--- src/core/rcr_pkg.sv ---
package rcr_pkg;

  // ************************************************************
  // opcodes
  // ************************************************************
  localparam logic [7:0] OP_CARRY_CLEAR = 8'hcf;
  localparam logic [7:0] OP_RETURN = 8'haf;
  localparam logic [7:0] OP_ROT_L = 8'h90;
  localparam logic [7:0] OP_ROT_L_IND = 8'h91;
  localparam logic [7:0] OP_ROT_LC = 8'h10;
  localparam logic [7:0] OP_ROT_LC_IND = 8'h11;
  localparam logic [7:0] OP_ROT_R = 8'he0;
  localparam logic [7:0] OP_ROT_R_IND = 8'he1;
  localparam logic [7:0] OP_ROT_RC = 8'hc0;
  localparam logic [7:0] OP_ROT_RC_IND = 8'hc1;

  // ************************************************************
  // cycle counts and sequencing steps
  // ************************************************************
  localparam logic [3:0] CYC_CARRY_CLEAR = 4'h6;
  localparam logic [3:0] CYC_RETURN = 4'he;
  localparam logic [3:0] CYC_ROTATE = 4'h6;
  localparam logic [3:0] CNT_COMMIT = 4'h2;
  localparam logic [3:0] CNT_DONE = 4'h1;
  localparam logic [15:0] SP_POP_STEP = 16'h0002;

  // ************************************************************
  // flag layout and reset values
  // ************************************************************
  localparam int FLG_C = 7;
  localparam int FLG_Z = 6;
  localparam int FLG_S = 5;
  localparam int FLG_V = 4;
  localparam int FLG_D = 3;
  localparam int FLG_H = 2;
  localparam logic [7:0] FLAG_C_MASK = 8'h80;
  localparam logic [7:0] RST_FLAGS = 8'h00;
  localparam logic [15:0] RST_PC = 16'h0000;
  localparam logic [15:0] RST_SP = 16'h0000;

  // ************************************************************
  // register map (byte addresses)
  // ************************************************************
  localparam logic [7:0] ADR_FLAGS = 8'h00;
  localparam logic [7:0] ADR_PC = 8'h04;
  localparam logic [7:0] ADR_SP = 8'h08;
  localparam logic [7:0] ADR_REG_ADDR = 8'h0c;
  localparam logic [7:0] ADR_REG_DATA = 8'h10;
  localparam logic [7:0] ADR_IRQ_STATUS = 8'h14;
  localparam logic [7:0] ADR_IRQ_CLEAR = 8'h18;
  localparam logic [7:0] ADR_IRQ_ENABLE = 8'h1c;
  localparam int IRQ_DONE = 0;
  localparam int IRQ_ILLEGAL = 1;
  localparam int IRQ_W = 2;
  localparam logic [1:0] RST_IRQ = 2'h0;

  // ************************************************************
  // types
  // ************************************************************
  typedef enum logic [2:0] {
    K_NONE, K_CARRY_CLEAR, K_RETURN, K_ROT_L, K_ROT_LC, K_ROT_R, K_ROT_RC
  } rcr_kind_t;
  typedef enum logic {ST_IDLE, ST_EXEC} rcr_state_t;
  typedef enum logic [1:0] {WB_IDLE, WB_PREP, WB_ACK} rcr_wb_t;

endpackage : rcr_pkg

--- src/core/rcr_mem_if.sv ---
`timescale 1ns/1ns
interface rcr_mem_if #(parameter int AW = 8, parameter int DW = 8);
  logic rd_en;
  logic [AW-1:0] rd_addr;
  logic [DW-1:0] rd_data;
  logic wr_en;
  logic [AW-1:0] wr_addr;
  logic [DW-1:0] wr_data;
  modport ctrl (output rd_en, rd_addr, wr_en, wr_addr, wr_data, input rd_data);
  modport mem (input rd_en, rd_addr, wr_en, wr_addr, wr_data, output rd_data);
endinterface : rcr_mem_if

--- src/core/rcr_regmem.sv ---
`timescale 1ns/1ns
module rcr_regmem #(
  parameter int AW = 8,
  parameter int DW = 8
) (
  // clock and reset
  input wire logic clk,
  input wire logic rst,
  // storage port
  rcr_mem_if.mem port_if
);

  if (AW < 1 || AW > 12 || DW < 1) begin : g_chk
    $error("rcr_regmem: unsupported width or depth");
  end

  logic [DW-1:0] mem_q [2**AW];
  logic [DW-1:0] rd_q;

  // read data registered: one cycle from rd_en to rd_data
  always_ff @(posedge clk) begin
    if (port_if.wr_en) begin
      mem_q[port_if.wr_addr] <= port_if.wr_data;
    end
    if (rst) begin
      rd_q <= '0;
    end else if (port_if.rd_en) begin
      rd_q <= mem_q[port_if.rd_addr];
    end
  end

  assign port_if.rd_data = rd_q;

endmodule : rcr_regmem

--- src/core/rcr_exec_top.sv ---
// Local design decisions: the register addresses and the Wishbone register port.
`timescale 1ns/1ns
module rcr_exec_top import rcr_pkg::*; #(
  parameter int REG_AW = 8
) (
  // clock and reset
  input wire logic REF_CLK,
  input wire logic RESET,
  // instruction issue from decoder
  input wire logic INSTR_VALID,
  input wire logic [7:0] INSTR_OPCODE,
  input wire logic [7:0] INSTR_OPERAND,
  output logic INSTR_READY,
  output logic INSTR_DONE,
  // architectural state
  output logic [15:0] PC_OUT,
  output logic [15:0] SP_OUT,
  output logic [7:0] FLAGS_OUT,
  // wishbone slave
  input wire logic WB_CYC_I,
  input wire logic WB_STB_I,
  input wire logic WB_WE_I,
  input wire logic [7:0] WB_ADR_I,
  input wire logic [3:0] WB_SEL_I,
  input wire logic [31:0] WB_DAT_I,
  output logic [31:0] WB_DAT_O,
  output logic WB_ACK_O,
  // interrupt
  output logic IRQ
);

  if (REG_AW < 1 || REG_AW > 8) begin : g_chk
    $error("rcr_exec_top: REG_AW must be 1 to 8");
  end

  // ************************************************************
  // helpers
  // ************************************************************
  function automatic rcr_kind_t op_kind(input logic [7:0] op);
    unique case (op)
      OP_CARRY_CLEAR: op_kind = K_CARRY_CLEAR;
      OP_RETURN: op_kind = K_RETURN;
      OP_ROT_L, OP_ROT_L_IND: op_kind = K_ROT_L;
      OP_ROT_LC, OP_ROT_LC_IND: op_kind = K_ROT_LC;
      OP_ROT_R, OP_ROT_R_IND: op_kind = K_ROT_R;
      OP_ROT_RC, OP_ROT_RC_IND: op_kind = K_ROT_RC;
      default: op_kind = K_NONE;
    endcase
  endfunction : op_kind

  // returns {carry_out, result}
  function automatic logic [8:0] rotate(input rcr_kind_t k, input logic [7:0] v,
                                        input logic c);
    unique case (k)
      K_ROT_L: rotate = {v[7], v[6:0], v[7]};
      K_ROT_LC: rotate = {v[7], v[6:0], c};
      K_ROT_R: rotate = {v[0], v[0], v[7:1]};
      K_ROT_RC: rotate = {v[0], c, v[7:1]};
      default: rotate = {c, v};
    endcase
  endfunction : rotate

  // merges the enabled byte lanes of a write into a 16-bit value
  function automatic logic [15:0] lane16(input logic [15:0] old, input logic [31:0] wd,
                                         input logic [3:0] sel);
    lane16[7:0] = sel[0] ? wd[7:0] : old[7:0];
    lane16[15:8] = sel[1] ? wd[15:8] : old[15:8];
  endfunction : lane16

  // ************************************************************
  // state
  // ************************************************************
  rcr_state_t st_q, st_d;
  rcr_kind_t kind_q, kind_d;
  rcr_wb_t wb_q, wb_d;
  logic [3:0] cnt_q, cnt_d;
  logic ind_q, ind_d;
  logic [7:0] opnd_q, opnd_d, val_q, val_d, aux_q, aux_d;
  logic [REG_AW-1:0] dst_q, dst_d;
  logic [15:0] pc_q, pc_d, sp_q, sp_d, sp_next;
  logic [7:0] flags_q, flags_d, regaddr_q, regaddr_d;
  logic [IRQ_W-1:0] ist_q, ist_d, ien_q, ien_d, ev, clr;
  logic [31:0] rdat_q, rdat_d;
  logic [8:0] rot;
  logic wb_req, wb_take, wb_wr, instr_rdy, acc, done, rot_kind;
  rcr_kind_t new_kind;

  rcr_mem_if #(.AW(REG_AW), .DW(8)) mem_if ();

  rcr_regmem #(.AW(REG_AW), .DW(8)) u_mem (
    .clk(REF_CLK),
    .rst(RESET),
    .port_if(mem_if.mem)
  );

  assign wb_req = WB_CYC_I & WB_STB_I;
  assign instr_rdy = (st_q == ST_IDLE) && (wb_q == WB_IDLE);
  // an instruction wins over a bus request arriving in the same cycle
  assign acc = INSTR_VALID & instr_rdy;
  assign wb_take = wb_req & instr_rdy & ~INSTR_VALID;
  assign wb_wr = (wb_q == WB_ACK) && wb_req && WB_WE_I;
  assign done = (st_q == ST_EXEC) && (cnt_q == CNT_DONE);
  assign new_kind = op_kind(INSTR_OPCODE);
  assign sp_next = sp_q + 16'h0001;
  assign rot_kind = kind_q inside {K_ROT_L, K_ROT_LC, K_ROT_R, K_ROT_RC};
  assign rot = rotate(kind_q, val_q, flags_q[FLG_C]);

  // ************************************************************
  // execution and architectural state
  // ************************************************************
  always_comb begin
    st_d = st_q;
    kind_d = kind_q;
    cnt_d = cnt_q;
    ind_d = ind_q;
    opnd_d = opnd_q;
    val_d = val_q;
    aux_d = aux_q;
    dst_d = dst_q;
    pc_d = pc_q;
    sp_d = sp_q;
    flags_d = flags_q;
    regaddr_d = regaddr_q;
    ien_d = ien_q;
    clr = '0;
    mem_if.rd_en = 1'b0;
    mem_if.rd_addr = '0;
    mem_if.wr_en = 1'b0;
    mem_if.wr_addr = '0;
    mem_if.wr_data = 8'h00;
    ev = '0;
    ev[IRQ_DONE] = done;
    ev[IRQ_ILLEGAL] = acc && (new_kind == K_NONE);
    unique case (st_q)
      ST_IDLE: begin
        if (acc && new_kind != K_NONE) begin
          st_d = ST_EXEC;
          kind_d = new_kind;
          ind_d = INSTR_OPCODE[0];
          opnd_d = INSTR_OPERAND;
          cnt_d = (new_kind == K_RETURN) ? CYC_RETURN - 4'h1 : CYC_ROTATE - 4'h1;
          if (new_kind == K_CARRY_CLEAR) begin
            cnt_d = CYC_CARRY_CLEAR - 4'h1;
          end
        end
        if (wb_take && !WB_WE_I && WB_ADR_I == ADR_REG_DATA) begin
          mem_if.rd_en = 1'b1;
          mem_if.rd_addr = regaddr_q[REG_AW-1:0];
        end
        if (wb_wr) begin
          unique case (WB_ADR_I)
            ADR_FLAGS: flags_d = WB_SEL_I[0] ? WB_DAT_I[7:0] : flags_q;
            ADR_PC: pc_d = lane16(pc_q, WB_DAT_I, WB_SEL_I);
            ADR_SP: sp_d = lane16(sp_q, WB_DAT_I, WB_SEL_I);
            ADR_REG_ADDR: regaddr_d = WB_SEL_I[0] ? WB_DAT_I[7:0] : regaddr_q;
            ADR_REG_DATA: begin
              mem_if.wr_en = WB_SEL_I[0];
              mem_if.wr_addr = regaddr_q[REG_AW-1:0];
              mem_if.wr_data = WB_DAT_I[7:0];
            end
            ADR_IRQ_CLEAR: clr = WB_SEL_I[0] ? WB_DAT_I[IRQ_W-1:0] : '0;
            ADR_IRQ_ENABLE: ien_d = WB_SEL_I[0] ? WB_DAT_I[IRQ_W-1:0] : ien_q;
            default: ;
          endcase
        end
      end
      ST_EXEC: begin
        cnt_d = cnt_q - 4'h1;
        if (cnt_q == CNT_DONE) begin
          st_d = ST_IDLE;
        end
        if (kind_q == K_RETURN) begin
          if (cnt_q == CYC_RETURN - 4'h1) begin
            mem_if.rd_en = 1'b1;
            mem_if.rd_addr = sp_q[REG_AW-1:0];
          end
          if (cnt_q == CYC_RETURN - 4'h2) begin
            val_d = mem_if.rd_data;
            mem_if.rd_en = 1'b1;
            mem_if.rd_addr = sp_next[REG_AW-1:0];
          end
          if (cnt_q == CYC_RETURN - 4'h3) begin
            aux_d = mem_if.rd_data;
          end
          if (cnt_q == CNT_COMMIT) begin
            // flags are not touched on this path
            pc_d = {val_q, aux_q};
            sp_d = sp_q + SP_POP_STEP;
          end
        end else if (kind_q == K_CARRY_CLEAR) begin
          if (cnt_q == CNT_COMMIT) begin
            flags_d[FLG_C] = 1'b0;
          end
        end else begin
          if (cnt_q == CYC_ROTATE - 4'h1) begin
            mem_if.rd_en = 1'b1;
            mem_if.rd_addr = opnd_q[REG_AW-1:0];
          end
          if (cnt_q == CYC_ROTATE - 4'h2) begin
            val_d = mem_if.rd_data;
            dst_d = ind_q ? mem_if.rd_data[REG_AW-1:0] : opnd_q[REG_AW-1:0];
            mem_if.rd_en = ind_q;
            mem_if.rd_addr = mem_if.rd_data[REG_AW-1:0];
          end
          if (cnt_q == CYC_ROTATE - 4'h3 && ind_q) begin
            val_d = mem_if.rd_data;
          end
          if (cnt_q == CNT_COMMIT) begin
            mem_if.wr_en = 1'b1;
            mem_if.wr_addr = dst_q;
            mem_if.wr_data = rot[7:0];
            flags_d[FLG_C] = rot[8];
            flags_d[FLG_Z] = (rot[7:0] == 8'h00);
            flags_d[FLG_S] = rot[7];
            flags_d[FLG_V] = rot[7] ^ val_q[7];
          end
        end
      end
    endcase
    // a new event wins over a clear in the same cycle
    ist_d = (ist_q & ~clr) | ev;
  end

  always_ff @(posedge REF_CLK) begin
    if (RESET) begin
      st_q <= ST_IDLE;
      kind_q <= K_NONE;
      cnt_q <= 4'h0;
      ind_q <= 1'b0;
      opnd_q <= 8'h00;
      val_q <= 8'h00;
      aux_q <= 8'h00;
      dst_q <= '0;
      pc_q <= RST_PC;
      sp_q <= RST_SP;
      flags_q <= RST_FLAGS;
      regaddr_q <= 8'h00;
      ist_q <= RST_IRQ;
      ien_q <= RST_IRQ;
    end else begin
      st_q <= st_d;
      kind_q <= kind_d;
      cnt_q <= cnt_d;
      ind_q <= ind_d;
      opnd_q <= opnd_d;
      val_q <= val_d;
      aux_q <= aux_d;
      dst_q <= dst_d;
      pc_q <= pc_d;
      sp_q <= sp_d;
      flags_q <= flags_d;
      regaddr_q <= regaddr_d;
      ist_q <= ist_d;
      ien_q <= ien_d;
    end
  end

  // ************************************************************
  // wishbone sequencing
  // ************************************************************
  // two-stage answer so that read data always leaves a flop
  always_comb begin
    wb_d = wb_q;
    rdat_d = rdat_q;
    unique case (wb_q)
      WB_IDLE: if (wb_take) begin
        wb_d = WB_PREP;
      end
      WB_PREP: begin
        wb_d = WB_ACK;
        unique case (WB_ADR_I)
          ADR_FLAGS: rdat_d = {24'h000000, flags_q};
          ADR_PC: rdat_d = {16'h0000, pc_q};
          ADR_SP: rdat_d = {16'h0000, sp_q};
          ADR_REG_ADDR: rdat_d = {24'h000000, regaddr_q};
          ADR_REG_DATA: rdat_d = {24'h000000, mem_if.rd_data};
          ADR_IRQ_STATUS: rdat_d = {{(32 - IRQ_W){1'b0}}, ist_q};
          ADR_IRQ_ENABLE: rdat_d = {{(32 - IRQ_W){1'b0}}, ien_q};
          default: rdat_d = 32'h00000000;
        endcase
      end
      WB_ACK: wb_d = WB_IDLE;
      default: wb_d = WB_IDLE;
    endcase
  end

  always_ff @(posedge REF_CLK) begin
    if (RESET) begin
      wb_q <= WB_IDLE;
      rdat_q <= 32'h00000000;
    end else begin
      wb_q <= wb_d;
      rdat_q <= rdat_d;
    end
  end

  // ************************************************************
  // outputs
  // ************************************************************
  assign INSTR_READY = instr_rdy;
  assign INSTR_DONE = done;
  assign PC_OUT = pc_q;
  assign SP_OUT = sp_q;
  assign FLAGS_OUT = flags_q;
  assign WB_DAT_O = rdat_q;
  assign WB_ACK_O = (wb_q == WB_ACK) && wb_req;
  assign IRQ = |(ist_q & ien_q);
endmodule : rcr_exec_top

--- config.mk ---
export PLATFORM = sky130hd
export DESIGN_NAME = rcr_exec_top
export DESIGN_NICKNAME = d
export VERILOG_FILES = /design/src/core/rcr_pkg.sv /design/src/core/rcr_mem_if.sv /design/src/core/rcr_regmem.sv /design/src/core/rcr_exec_top.sv
export SDC_FILE = /design/constraint.sdc
export NUM_CORES = 2
export LEC_CHECK = 0
export BUFFER_PORTS_ARGS = -buffer_cell sky130_fd_sc_hd__buf_2
export CORE_AREA = 2 2 470 472
export DETAILED_ROUTE_END_ITERATION = 10
export DIE_AREA = 0 0 472 474
export PLACE_DENSITY_LB_ADDON = 0.25
export SLEW_MARGIN = 20
export SYNTH_ARGS = -nofsm -noshare
export SYNTH_HDL_FRONTEND = slang
export SYNTH_HIERARCHICAL = 1
export SYNTH_SLANG_ARGS = --single-unit
--- constraint.sdc ---
create_clock -name REF_CLK -period 14.9 [get_ports REF_CLK]
set_input_delay 1.49 -clock REF_CLK [delete_from_list [all_inputs] [get_ports REF_CLK]]
set_output_delay 1.49 -clock REF_CLK [all_outputs]
set_load 0.02 [all_outputs]
Word level (Yosys, flattened, before mapping)
Memories as Yosys holds them, arrays and structs flattened. A register that Yosys moved wholly into a read port is not among the register bits.
Index checks and enable logic that the tools add are counted.
- logic and storage cells: 200
- memory bits (writable): 2048
- register bits after elaboration: 127
- memories: 1
- mux-type cells: 79
- add/subtract/negate cells: 3
- bitwise operators: 13
- reduce and logical (&&, ||, !) cells: 34
- equal/unequal tests: 50
- memory list (name ; words ; bits a word ; rd ports ; clocked after Yosys merged registers in ; write ports ; line ; text):
    u_mem.mem_q ; 256 ; 8 ; 1 ; 1 ; 1 ; rcr_regmem.sv:17 ; logic [DW-1:0] mem_q [2**AW];
- operator list (operator ; number):
    8-bit two-way mux ; 28
    16-bit two-way mux ; 8
    16-bit one-hot mux with 7 select lines ; 1
    8-bit == test, second input constant ; 8
    16-bit one-hot mux with 2 select lines ; 2
    8-bit by 5-bit == test with 1-bit output, second input constant ; 6
    8-bit one-hot mux with 2 select lines ; 3
    9-bit one-hot mux with 4 select lines ; 1
    4-bit two-way mux ; 5
    4-bit AND reduction ; 5
    5-bit AND reduction ; 4
    1-bit two-way mux ; 18
    3-bit one-hot mux with 6 select lines ; 1
    16-bit by 2-bit adder with 16-bit output, second input constant ; 1
    8-bit by 4-bit == test with 1-bit output, second input constant ; 2
    8-bit zero test ; 2
    4-bit one-hot mux with 2 select lines ; 2
    2-bit by 1-bit != test with 1-bit output, second input constant ; 7
    2-bit != test, second input constant ; 7
    4-bit == test, second input constant ; 3
    6-bit AND reduction ; 2
    2-bit two-way mux ; 5
    2-bit OR reduction ; 5
    3-bit by 2-bit == test with 1-bit output, second input constant ; 3
    other kinds (27) ; 50

Longest topological paths before layout
- depth after elaboration: 8
- gate-level depth with buffers: 20

Hierarchy
The synthesis kept the hierarchy.
- modules (own cells, without submodules) (module ; area an instance (um^2) ; cells each ; sequential area each (um^2) ; times used):
    rcr_regmem ; 80524.7 ; 3938 ; 61659.1 ; 1
    rcr_exec_top ; 6600.1 ; 799 ; 2222.1 ; 1

Worst setup path before layout
No wires, ideal clock.
- path kind: flip-flop to flip-flop
- start point: register cnt_q[0]
- end point: memory u_mem.mem_q[0][3] (data pin)
- cell stages (with the launch flop): 8
- arrival: 11.174 ns
- data required time: 12.712 ns
- buffers on the path: 1
- setup slack: 1.538 ns
- setup time: 2.188 ns
- path through: dfxtp_1 inv_1 ha_1 and2_1 and2_1 clkbuf_1 o21ai_0 o21ai_0
- word-level cells in the longest chain between the ends: 5
- RTL lines (item ; line ; text):
    start, declared ; rcr_exec_top.sv:76 ; logic [3:0] cnt_q, cnt_d;
    start signal, assigned ; rcr_exec_top.sv:243 ; cnt_q <= cnt_d;
    4-bit by 2-bit == test with 1-bit output ; rcr_exec_top.sv:208 ; if (cnt_q == CNT_COMMIT) begin
    8-bit two-way mux ; rcr_exec_top.sv:208 ;
    8-bit two-way mux ; rcr_exec_top.sv:190 ; end else if (kind_q == K_CARRY_CLEAR) begin
    8-bit two-way mux ; rcr_exec_top.sv:172 ; if (kind_q == K_RETURN) begin
    8-bit one-hot mux with 2 select lines ; rcr_exec_top.sv:134 ; unique case (st_q)
    net mem_if.wr_data[3] ; rcr_mem_if.sv:8 ; logic [DW-1:0] wr_data;
    end, declared ; rcr_regmem.sv:17 ;
The timed path passes the listed nets, and every way through them passes these cells.

Final worst setup path
- start point: input WB_ADR_I[5]
- end point: register u_mem.rd_q[6] (netlist: u_mem/port_if.rd_data[6]) (read register of u_mem.mem_q)
- word-level cells in the longest chain between the ends: 4
- elaborated cells on any way between the ends: 6
- RTL lines (item ; line ; text):
    start, declared ; rcr_exec_top.sv:23 ; input wire logic [7:0] WB_ADR_I,
    8-bit by 5-bit == test with 1-bit output ; rcr_exec_top.sv:146 ; if (wb_take && !WB_WE_I && WB_ADR_I == ADR_REG_DATA) begin
    1-bit logical AND ; rcr_exec_top.sv:146 ;
    8-bit two-way mux ; rcr_exec_top.sv:146 ;
    8-bit one-hot mux with 2 select lines ; rcr_exec_top.sv:134 ;
    net mem_if.rd_addr[1] ; rcr_mem_if.sv:4 ; logic [AW-1:0] rd_addr;
    end, declared ; rcr_regmem.sv:18 ; logic [DW-1:0] rd_q;
The timed path passes the listed nets, and every way through them passes these cells.
A chain may end at the register's enable or synchronous reset.

==> results.json <==
{
  "status": "finished, final reports clean",
  "synth_top_flop_cell": "edfxtp_1",
  "synth_top_cell_by_area": "edfxtp_1",
  "cp_data_required_time_ps": 15710,
  "hold_viol_final": 0,
  "post-dp-hpwl_um": 154900,
  "criticalPathCategory": "primary input to register",
  "ys_types": 96,
  "grt_pass1_vias": 46070,
  "io_buffer_count": 107,
  "worstHoldPathType": "register to register",
  "cts_root_buffer": "clkbuf_16",
  "dp_slack_ps": 7162,
  "avgSynthCellArea_um2": 18.39,
  "end_kind": "register",
  "skew_ps": 57.81,
  "die_height_um": 474,
  "powerDensity_mw_per_mm2": 123.1,
  "chipWidth_um": 472,
  "track_usage_pct": 22.14,
  "fin_crit_ps": 6780,
  "slew_headroom_pct": 18.63,
  "vias": 47270,
  "area_growth_pct": 11.64,
  "wl_per_cell_um": 31.74,
  "arrival_ps": 7590,
  "worst_slew_pin_slew_ps": 1211,
  "post-route-period-util_pct": 45.50,
  "setup_viol": 0,
  "fp.dieArea_mm2": 0.2237,
  "stdcell_area_mm2": 0.09726,
  "vias_per_cell": 5.966,
  "clockBufferDepth": 3,
  "path_clk_slew_ps": 60,
  "fmax_ghz": 0.1475,
  "setup_tns_ps": 0,
  "cts_setup_buffers": 0,
  "layout_commonest_cell": "edfxtp_1",
  "cp-start-kind": "primary input",
  "antenna_found_initial": 10,
  "worstPathMaxFanout": 106,
  "syn_inst": 4737,
  "postPlaceCellArea_mm2": 0.09024,
  "first_pass_iters": 8,
  "worst_ir_drop_vdd_uv": 125.5,
  "drv_slew": 0,
  "grt_pass1_wl_um": 352500,
  "grt_max_degree": 190,
  "ys_seq_area_share_pct": 73.32,
  "drtIter0Drc": 5812,
  "ant_nets": 0,
  "cts_resized": 0,
  "cts-hold-fix-buffers": 0,
  "yosysTopAreaCellShare_pct": 70.59,
  "power.leakage_nw": 30.55,
  "clk_latency_ps": 870,
  "yosysWarnings": 6,
  "mostFrequentLayoutCells": "edfxtp_1, nor2_1, mux4_2",
  "power_mw": 11.97,
  "gp_congestion": 0.8741,
  "drv_cap": 0,
  "yosys-top-cells-area": "edfxtp_1, mux4_2, mux2i_1",
  "syn_area_mm2": 0.08712,
  "rsz0062_at_grt": "false",
  "synth-edff-count": 2048,
  "drc": 0,
  "final_nets": 4935,
  "core-area_mm2": 0.2187,
  "cts_buffers": 216,
  "synth-seq-cells": 2167,
  "drive_gt1_share_pct": 18.43,
  "ys_async_sr_fraction_pct": 0,
  "wirelength_um": 251500,
  "fp-row-count": 172,
  "start_util_pct": 39.85,
  "io_pins": 142,
  "grt_overflow": 0,
  "worst_slack_ps": 8120,
  "cts.sinks": 2167,
  "cts_tree": "done",
  "whs_ps": 477.0,
  "htree_levels": 4
}
synth_stat cells, types with 29 or more instances:
cell type  count
edfxtp_1    2048
nor2_1       410
mux4_2       353
mux2i_1      339
nand2_1      160
clkbuf_1     147
dfxtp_1      119
o22ai_1      107
a21oi_1       95
o21ai_0       73
a22oi_1       70
a211oi_1      61
nand3_1       61
buf_2         55
nor3_1        53
o221ai_1      50
a22o_1        41
mux4_1        39
nor2b_1       34
buf_6         31
nand4_1       29
kinds of logic after synthesis:
| logic type | after synthesis | synth area share, % |
|---|---|---|
| other | 1 | 0.004304 |
| DFF | 2167 | 73.32 |
| adders and majority gates | 6 | 0.08616 |
| xor gates and xnor gates | 8 | 0.08042 |
| AOI/OAI and AO/OA | 642 | 5.266 |
| muxes | 737 | 14.27 |
| buffers and inverters | 329 | 2.550 |
| and+or+nand+nor | 847 | 4.417 |
per-stage QoR:
stage | utilization [%] | instances
final | 44.48 | 7923
after global routing | 44.48 | 7920
after CTS | 44.46 | 7916
after detailed placement | 41.27 | 7514
after global placement | 41.26 | 7514
after floorplan | - | 4752
worst max-delay path, stage by stage:
cell,delay (ps)
buf_2,100
nor3_1,450
and2_1,270
nand2_1,120
nor3_1,230
buf_4,250
a22o_4,400
buf_12,550
buf_12,450
nand3b_1,910
o22ai_1,500
a211oi_1,90
nand2_1,310
nand4_1,250
nor3_1,790
a211o_1,170
flip-flops by register name (all words and copies together) (netlist names):
name                   count
dst_q                      8
regaddr_q                  8
PC_OUT                    16
FLAGS_OUT                  8
cnt_q                      4
ind_q                      1
u_mem/mem_q             2048
u_mem/port_if.rd_data      8
WB_DAT_O                  16
opnd_q                     8
wb_q                       2
val_q                      8
ien_q                      2
kind_q                     3
st_q                       1
ist_q                      2
aux_q                      8
SP_OUT                    16
path summary, 6_finish.rpt:
check | endpoint | start | cells after the start | slack [ps]
worst min register to register | WB_DAT_O[5]$_SDFFE_PP0N_ | WB_DAT_O[5]$_SDFFE_PP0N_ | 1 | 480
worst min-delay path | WB_DAT_O[5]$_SDFFE_PP0N_ | WB_DAT_O[5]$_SDFFE_PP0N_ | 1 | 480
worst max register to register | u_mem/port_if.rd_data[6]$_SDFFE_PP0P_ | kind_q[1]$_SDFFE_PP0P_ | 13 | 8340
worst max-delay path | u_mem/port_if.rd_data[6]$_SDFFE_PP0P_ | WB_ADR_I[5] | 16 | 8120
cell type report:
| type | instances | area [um2] |
|---|---|---|
| Timing Repair Buffer | 209 | 1453 |
| Inverter | 13 | 51.30 |
| Antenna cell | 5 | 12.51 |
| Clock inverter | 125 | 1262 |
| Sequential cell | 2167 | 63880 |
| Tap cell | 2871 | 3592 |
| Multi-Input combinational cell | 2256 | 21300 |
| Clock buffer | 277 | 5707 |
| Fill cell | 18820 | 121400 |
layer usage:
layer,GRT usage [%],part of all wire (%),vias to the layer above
met2,34.88,47,2148
li1,-,-,19630
met3,4.655,8.7,391
met5,0,0.0052,-
met4,8.458,4.1,2
met1,30.25,41,25100
power breakdown:
part | switching, mW | internal, mW
clock network | 2.33 | 3.04
logic | 0.0328 | 0.0136
registers | 0.00220 | 6.56
total | 2.36 | 9.61
No activity file was read; power rests on OpenSTA's default activity.
